--- config.mk ---
export PLATFORM = sky130hd
export DESIGN_NAME = pbs_sram_ctrl
export DESIGN_NICKNAME = d
export VERILOG_FILES = /design/src/logic/pbs_pkg.sv /design/src/logic/pbs_sram_ctrl.sv
export SDC_FILE = /design/constraint.sdc
export NUM_CORES = 1
export LEC_CHECK = 0
export ABC_CLOCK_PERIOD_IN_PS = 2800
export BUFFER_PORTS_ARGS = -buffer_cell sky130_fd_sc_hd__buf_2
export CORE_ASPECT_RATIO = 2
export CORE_MARGIN = 2
export CORE_UTILIZATION = 47
export CTS_BUF_LIST = sky130_fd_sc_hd__clkbuf_2
export DETAILED_ROUTE_END_ITERATION = 8
export PLACE_DENSITY = 0.82
export SKIP_LAST_GASP = 1
export SYNTH_ARGS = -nofsm -noshare
export SYNTH_HDL_FRONTEND = slang
export SYNTH_SLANG_ARGS = --single-unit
--- constraint.sdc ---
create_clock -name clock_i -period 2.8 [get_ports clock_i]
set_input_delay 0.7 -clock clock_i [delete_from_list [all_inputs] [get_ports clock_i]]
set_output_delay 0.7 -clock clock_i [all_outputs]
set_load 0.02 [all_outputs]
--- src/logic/pbs_pkg.sv ---
// constants and types shared by the pipelined burst sram control logic
package pbs_pkg;

   // ****************************************
   // widths
   // ****************************************
   localparam int PBS_ADDR_W = 17;
   localparam int PBS_LANES = 4;
   localparam int PBS_LANE_W = 8;
   localparam int PBS_DATA_W = PBS_LANES * PBS_LANE_W;
   localparam int PBS_BURST_W = 2;

   // ****************************************
   // burst counter and field positions
   // ****************************************
   localparam int PBS_BURST_LSB = 0;
   localparam int PBS_UPPER_LSB = PBS_BURST_LSB + PBS_BURST_W;
   localparam logic [PBS_BURST_W-1:0] PBS_BURST_STEP = 2'h1;
   localparam logic [PBS_BURST_W-1:0] PBS_CNT_RST = 2'h0;

   // ****************************************
   // values after reset
   // ****************************************
   localparam logic [PBS_ADDR_W-1:0] PBS_ADDR_RST = 17'h00000;
   localparam logic [PBS_DATA_W-1:0] PBS_DATA_RST = 32'h00000000;
   localparam logic [PBS_LANES-1:0] PBS_LANES_NONE = 4'h0;

   // ****************************************
   // burst state
   // ****************************************
   typedef enum logic [1:0] {
      PBS_ST_DESEL = 2'h0,
      PBS_ST_ACTIVE = 2'h1
   } pbs_state_e;

endpackage

--- src/logic/pbs_sram_ctrl.sv ---
// control logic of a pipelined synchronous burst sram with single-cycle deselect
//
// Overview of operation
// - burst order high: step addresses invert bit 0, then bit 1, then both
// - burst order low: two low address bits count up by one, wrapping
// - selected only when both low enables low and high enable high
// - deselect on ctrl strobe with first enable off, or either strobe with first enable on while unselected
// - once deselected, stay idle with bus released until a new begin burst
// - selected with proc strobe low: load address, read burst, writes ignored
// - selected, proc strobe high, ctrl strobe low: load address, read or write
// - no new burst and step input low: advance the burst counter
// - no new burst and step input high: keep the current burst address
// - continue or suspend cycles write when write request active, per edge
// - write request: global write low, or gate low with any lane low
// - global write low writes every byte lane
// - global high, gate low: write only lanes whose enable is low
// - read when global and gate high, or global and all lanes high
// - read right after write returns new data; deselect releases the bus
// - active while sleep input low, sleep state while it is high
// - inputs and read data registered; read data one clock after address
// - every synchronous input sampled only on the rising clock edge
module pbs_sram_ctrl
   import pbs_pkg::*;
(
   input wire logic clock_i,
   input wire logic rst_n_i,
   input wire logic clk_en_i,
   input wire logic [PBS_ADDR_W-1:0] addr_i,
   input wire logic chip_select1_n_i,
   input wire logic chip_select_hi_i,
   input wire logic chip_select2_n_i,
   input wire logic proc_addr_strobe_n_i,
   input wire logic ctrl_addr_strobe_n_i,
   input wire logic burst_step_n_i,
   input wire logic all_bytes_write_n_i,
   input wire logic byte_write_gate_n_i,
   input wire logic [PBS_LANES-1:0] lane_write_n_i,
   input wire logic burst_order_i,
   input wire logic sleep_request_i,
   input wire logic out_enable_n_i,
   input wire logic [PBS_DATA_W-1:0] data_i,
   input wire logic [PBS_DATA_W-1:0] mem_rd_data_i,
   output logic [PBS_DATA_W-1:0] data_o,
   output logic data_oe_o,
   output logic [PBS_ADDR_W-1:0] mem_addr_o,
   output logic mem_rd_o,
   output logic [PBS_LANES-1:0] mem_wr_lane_o,
   output logic [PBS_DATA_W-1:0] mem_wr_data_o,
   output logic selected_o,
   output logic asleep_o
);

   // ****************************************
   // declarations
   // ****************************************
   pbs_state_e state_ff;
   pbs_state_e nxt_state;
   logic [PBS_BURST_W-1:0] base_ff;
   logic [PBS_BURST_W-1:0] nxt_base;
   logic [PBS_BURST_W-1:0] cnt_ff;
   logic [PBS_BURST_W-1:0] nxt_cnt;
   logic [PBS_ADDR_W-1:PBS_UPPER_LSB] upper_ff;
   logic [PBS_ADDR_W-1:PBS_UPPER_LSB] nxt_upper;
   logic [PBS_BURST_W-1:0] nxt_low;
   logic nxt_rd;
   logic [PBS_LANES-1:0] nxt_lanes;
   logic rd_valid_ff;
   logic sel_w;
   logic begin_proc_w;
   logic begin_ctrl_w;
   logic desel_w;
   logic cont_w;
   logic act_w;
   logic burst_on_w;
   logic wr_req_w;
   logic [PBS_LANES-1:0] lane_wr_w;

   // ****************************************
   // cycle decode
   // ****************************************
   // all decode works on the values present at the rising edge
   assign act_w = clk_en_i & ~sleep_request_i;
   assign sel_w = ~chip_select1_n_i & chip_select_hi_i & ~chip_select2_n_i;
   // proc strobe is only honoured while the first enable is low
   assign begin_proc_w = ~proc_addr_strobe_n_i & sel_w;
   assign begin_ctrl_w = proc_addr_strobe_n_i & ~ctrl_addr_strobe_n_i & sel_w;
   // deselect cases
   assign desel_w = (chip_select1_n_i & ~ctrl_addr_strobe_n_i)
      | (~chip_select1_n_i & ~sel_w & (~proc_addr_strobe_n_i | ~ctrl_addr_strobe_n_i));
   // a deselect needs no address, so addr_i is ignored in that cycle
   // everything else is a continue or suspend cycle
   assign cont_w = ~begin_proc_w & ~begin_ctrl_w & ~desel_w;
   // continue cycles touch the array only inside a burst
   assign burst_on_w = cont_w & (state_ff == PBS_ST_ACTIVE);

   // ****************************************
   // write enable decode
   // ****************************************
   // one lane per byte; global write overrides the gate and lanes
   // lane i of the strobe covers data bits 8i+7 down to 8i
   genvar gi;
   generate
      for (gi = 0; gi < PBS_LANES; gi++) begin : g_lane
         assign lane_wr_w[gi] = ~all_bytes_write_n_i
            | (~byte_write_gate_n_i & ~lane_write_n_i[gi]);
      end
   endgenerate
   // a read whenever no lane ends up enabled
   assign wr_req_w = |lane_wr_w;

   // ****************************************
   // next burst address and access
   // ****************************************
   always_comb begin
      nxt_base = base_ff;
      nxt_upper = upper_ff;
      nxt_cnt = cnt_ff;
      nxt_state = state_ff;
      nxt_rd = 1'b0;
      nxt_lanes = PBS_LANES_NONE;
      if (begin_proc_w | begin_ctrl_w) begin
         nxt_base = addr_i[PBS_BURST_LSB +: PBS_BURST_W];
         nxt_upper = addr_i[PBS_ADDR_W-1:PBS_UPPER_LSB];
         nxt_cnt = PBS_CNT_RST;
         nxt_state = PBS_ST_ACTIVE;
      end else if (desel_w) begin
         nxt_state = PBS_ST_DESEL;
      end else if (burst_on_w && !burst_step_n_i) begin
         nxt_cnt = cnt_ff + PBS_BURST_STEP;
      end
      // a high step input leaves the count as it is
      if (begin_proc_w) begin
         nxt_rd = 1'b1; // write enables ignored here
      end else if (begin_ctrl_w | burst_on_w) begin
         // read or write is chosen again on every edge
         nxt_rd = ~wr_req_w;
         nxt_lanes = lane_wr_w;
      end
   end

   // burst order: interleave flips bits, linear adds
   // the order input is assumed static, so no resync of it is done
   assign nxt_low = burst_order_i ? (nxt_base ^ nxt_cnt) : (nxt_base + nxt_cnt);

   // ****************************************
   // burst state registers
   // ****************************************
   // sleep keeps the burst position so that operation resumes where it was
   // selected_o mirrors the state so a closed burst is visible outside
   always_ff @(posedge clock_i or negedge rst_n_i) begin
      if (!rst_n_i) begin
         state_ff <= PBS_ST_DESEL;
         base_ff <= PBS_CNT_RST;
         cnt_ff <= PBS_CNT_RST;
         upper_ff <= PBS_ADDR_RST[PBS_ADDR_W-1:PBS_UPPER_LSB];
         selected_o <= 1'b0;
      end else if (act_w) begin
         state_ff <= nxt_state;
         base_ff <= nxt_base;
         cnt_ff <= nxt_cnt;
         upper_ff <= nxt_upper;
         selected_o <= (nxt_state == PBS_ST_ACTIVE);
      end
   end

   // ****************************************
   // array access registers
   // ****************************************
   // the array sees a registered address, so a write on one edge is stored
   // before a read on the next edge looks it up
   // sleep clears the strobes but keeps the address, so waking resumes the burst
   always_ff @(posedge clock_i or negedge rst_n_i) begin
      if (!rst_n_i) begin
         mem_addr_o <= PBS_ADDR_RST;
         mem_rd_o <= 1'b0;
         mem_wr_lane_o <= PBS_LANES_NONE;
         mem_wr_data_o <= PBS_DATA_RST;
      end else if (clk_en_i) begin
         if (sleep_request_i) begin
            mem_rd_o <= 1'b0;
            mem_wr_lane_o <= PBS_LANES_NONE;
         end else begin
            mem_addr_o <= {nxt_upper, nxt_low};
            mem_rd_o <= nxt_rd;
            mem_wr_lane_o <= nxt_lanes;
            mem_wr_data_o <= data_i;
         end
      end
   end

   // ****************************************
   // sleep flag
   // ****************************************
   // only reports the pin; the freeze itself lives in the state registers
   always_ff @(posedge clock_i or negedge rst_n_i) begin
      if (!rst_n_i) begin
         asleep_o <= 1'b0;
      end else if (clk_en_i) begin
         asleep_o <= sleep_request_i;
      end
   end

   // ****************************************
   // output data pipeline
   // ****************************************
   // read data is latched one edge after the array access; a deselect or a
   // write drops the valid flag, so nothing stale reaches the bus
   // data_o keeps its last word, so only the valid flag may gate the bus
   always_ff @(posedge clock_i or negedge rst_n_i) begin
      if (!rst_n_i) begin
         data_o <= PBS_DATA_RST;
         rd_valid_ff <= 1'b0;
      end else if (clk_en_i) begin
         rd_valid_ff <= mem_rd_o;
         if (mem_rd_o) begin
            data_o <= mem_rd_data_i;
         end
      end
   end

   // output enable acts without the clock, so this one output is gated
   // combinationally from a flop and the enable pin
   assign data_oe_o = rd_valid_ff & ~out_enable_n_i;
endmodule

==> impl_metrics.ini <==
[finish]
drive_gt1_share_pct = 50.8
most-common-layout-cells = buf_2 (186), nand2_1 (106), dfrtp_1 (95)
fillers = 636
final_common_cell = buf_2
final_area_um2 = 5050
fin_nets = 621
syn_to_final_growth_pct = 32.7

[timing]
rsz0062_at_grt = false
setup_viol = 0
skew_ns = 0.0155
hold_viol = 0
final-max-slew-violation-count = 0
fmax_mhz = 432
worstMarginPinSlew_ns = 0.578
holdWs_ns = 0.104
period_share_pct = 82.6
timing.slew.headroom_pct = 61.4
setup_tns_ns = 0
setup_ws_ns = 0.487
fin_crit_ns = 2.31

[place]
post_dp_cell_area_um2 = 4910
gp_congestion = 0.813
io_buffer_count = 187
preCtsSetupSlack_ns = -0.0588
place_hpwl_um = 7310

[power_and_ir_drop]
p_per_area_nw_per_um2 = 722
peakVddDrop_v = 0.000467
p_sw_share_pct = 34.2
p_leak_nw = 2.80
p_clk_share_pct = 19.8
p_seq_share_pct = 49.4
p_sw_mw = 1.25
intPower_mw = 2.40
comb_power_share_pct = 30.8

[clocking]
clk_latency_ns = 0.55
postCtsResizedCells = 0
postCtsSetupBuffers = 0
cts_buffer_depth = 2
clock-sinks = 95
htree_levels = 3
clockRootBuffer = clkbuf_2
cts_made_buffers = 9
cts_tree = done
hold_buffers = 0
clk_pin_slew_ns = 0.25

[route]
dr.pass1.iters = 4
route.detailed.drc = 0
drt_wl_total_um = 9380
via_count = 3101
final_antenna_net_count = 0
drt-initial-drc-count = 141
routedWlPerCell_um = 15.0
vias_per_cell = 4.97

[synthesis]
yosysTopAreaCell = dfrtp_1
synth_fp_nets = 424
yosysWarningCount = 0
synth_seq_cells = 95
synth_cells = 324
synth_cell_types = 35
synth.avg_cell_area_um2 = 11.8
synthTopCellsByArea = dfrtp_1 (62%), mux2_2 (15%), nand2_1 (10%)
seq_area_frac_synth_pct = 62.4
synth.cell_area_um2 = 3810
synth_top_area_share_pct = 62.4

[worst_setup_path]
required_ns = 3.25
cp.arrival_ns = 2.76
worstRegToRegCells = 11
cp_max_fo = 2
reg2reg_to = mem_addr_o[1]$_DFFE_PN0P_
rrSetupSlack_ns = 0.52
worstSetupEndpointType = flop
worst-setup-path-type = primary input to flop
crit_path_start_kind = primary input
reg2reg_from = state_ff[1]$_DFFE_PN0P_

[global_routing]
grt_pass1_wl_um = 14700
grt-ovfl-total = 0
first_global_vias = 3270
track_usage_pct = 22.1
grt_max_degree = 51
antenna_found_initial = 2

[hold_path]
hp-class = primary input to async pin

[die]
ios = 188
die_area_um2 = 8880
die_y_um = 131
core-area_um2 = 7890
rows = 46
die_w_um = 67.6
start_util_pct = 48.3

[job]
max-cap-violations = 0

[status]
outcome = finished clean
cell families (layout without fill, tap and decap cells):
kind of cell / Yosys count / after routing / share of synthesized area (%)
and+or+nand+nor: 129 / 129 / 14.0
DFF: 95 / 95 / 62.4
muxes: 52 / 52 / 15.3
AOI/OAI and AO/OA: 29 / 29 / 5.62
buffers and inverters: 16 / 218 / 1.81
xor gates and xnor gates: 2 / 2 / 0.460
adders and majority gates: 1 / 1 / 0.329
other: 0 / 2 / 0
through the flow:
stage	instances	util [%]	power [mW]
4_1_cts	622	64.0	3.69
3_5_place_dp	606	62.3	2.97
5_1_grt	624	64.1	3.86
6_report	624	64.1	3.65
3_3_place_gp	606	62.3	2.91
2_1_floorplan	324	-	2.48
sequential cells by signal (all words and copies together) (netlist names):
| register | cells |
|---|---|
| cnt_ff | 2 |
| rd_valid_ff | 1 |
| data_o | 32 |
| selected_o | 1 |
| mem_wr_lane_o | 4 |
| mem_addr_o | 2 |
| base_ff | 2 |
| mem_wr_data_o | 32 |
| mem_rd_o | 1 |
| state_ff | 2 |
| upper_ff | 15 |
| asleep_o | 1 |
final cells by class:
| class | instances | area [µm²] | area share, % |
|---|---|---|---|
| Sequential cell | 95 | 2380 | 47.1 |
| Multi-Input combinational cell | 213 | 1360 | 27.0 |
| Timing Repair Buffer | 199 | 1040 | 20.6 |
| Tap cell | 96 | 120 | 2.38 |
| Clock inverter | 7 | 87.6 | 1.73 |
| Clock buffer | 9 | 45.0 | 0.892 |
| Inverter | 3 | 11.3 | 0.223 |
| Antenna cell | 2 | 5.00 | 0.0991 |
how the worst max path moves through the flow:
stage | cells past startpoint | to | from | slack [ns]
floorplan | 12 | mem_addr_o[1]$_DFFE_PN0P_ | chip_select1_n_i | 0.03
global placement | 12 | mem_addr_o[1]$_DFFE_PN0P_ | chip_select1_n_i | 0.01
detailed placement | 12 | mem_addr_o[1]$_DFFE_PN0P_ | chip_select1_n_i | -0.06
CTS | 11 | mem_addr_o[1]$_DFFE_PN0P_ | state_ff[1]$_DFFE_PN0P_ | 0.52
global route | 11 | mem_addr_o[1]$_DFFE_PN0P_ | state_ff[1]$_DFFE_PN0P_ | 0.42
finish | 12 | mem_addr_o[1]$_DFFE_PN0P_ | chip_select1_n_i | 0.49
power groups by stage:
stage               combinational, mW  sequential, mW  clock, mW
finish                           1.12            1.80      0.723
global route                     1.21            1.84      0.812
CTS                              1.14            1.80      0.750
detailed placement               1.14            1.83          0
global placement                 1.10            1.81          0
floorplan                       0.313            2.17          0
synthesized netlist by cell type:
cell	count
nor2_4	1
mux2_2	51
nor2b_1	1
o21ai_1	1
o21ai_0	11
a41o_1	1
inv_1	3
nand2b_1	3
a21o_1	1
o22ai_1	1
xnor2_1	2
a211o_1	1
nand2_2	1
and2_1	1
mux2i_1	1
a21boi_0	1
dfrtp_1	95
clkbuf_1	7
nor2_1	7
a21oi_1	2
buf_6	1
nor3b_1	1
nand2_1	106
or4_1	1
ha_1	1
or3b_1	1
o211ai_1	1
nor3_1	3
a2111oi_4	1
buf_2	1
and3b_1	1
o21a_1	1
nand4_1	2
a22o_1	7
buf_1	4
routing by layer:
layer	GRT usage (%)	up-vias	wire (µm)
met5	0	-	0
met4	11.5	0	303
met3	5.05	23	562
met2	40.1	135	5300
met1	21.9	1469	3210
li1	-	1474	-
worst max-delay path, cell delays in order:
cell and delay [ns]:
buf_2 0.11, or3b_1 0.39, a21oi_1 0.16, nor2b_1 0.23, xnor2_1 0.10, nor2_1 0.12, ha_1 0.16, nand2b_1 0.07
or4_1 0.41, nand4_1 0.13, xnor2_1 0.12, o21ai_1 0.07
Power figures use the tool's default switching activity.
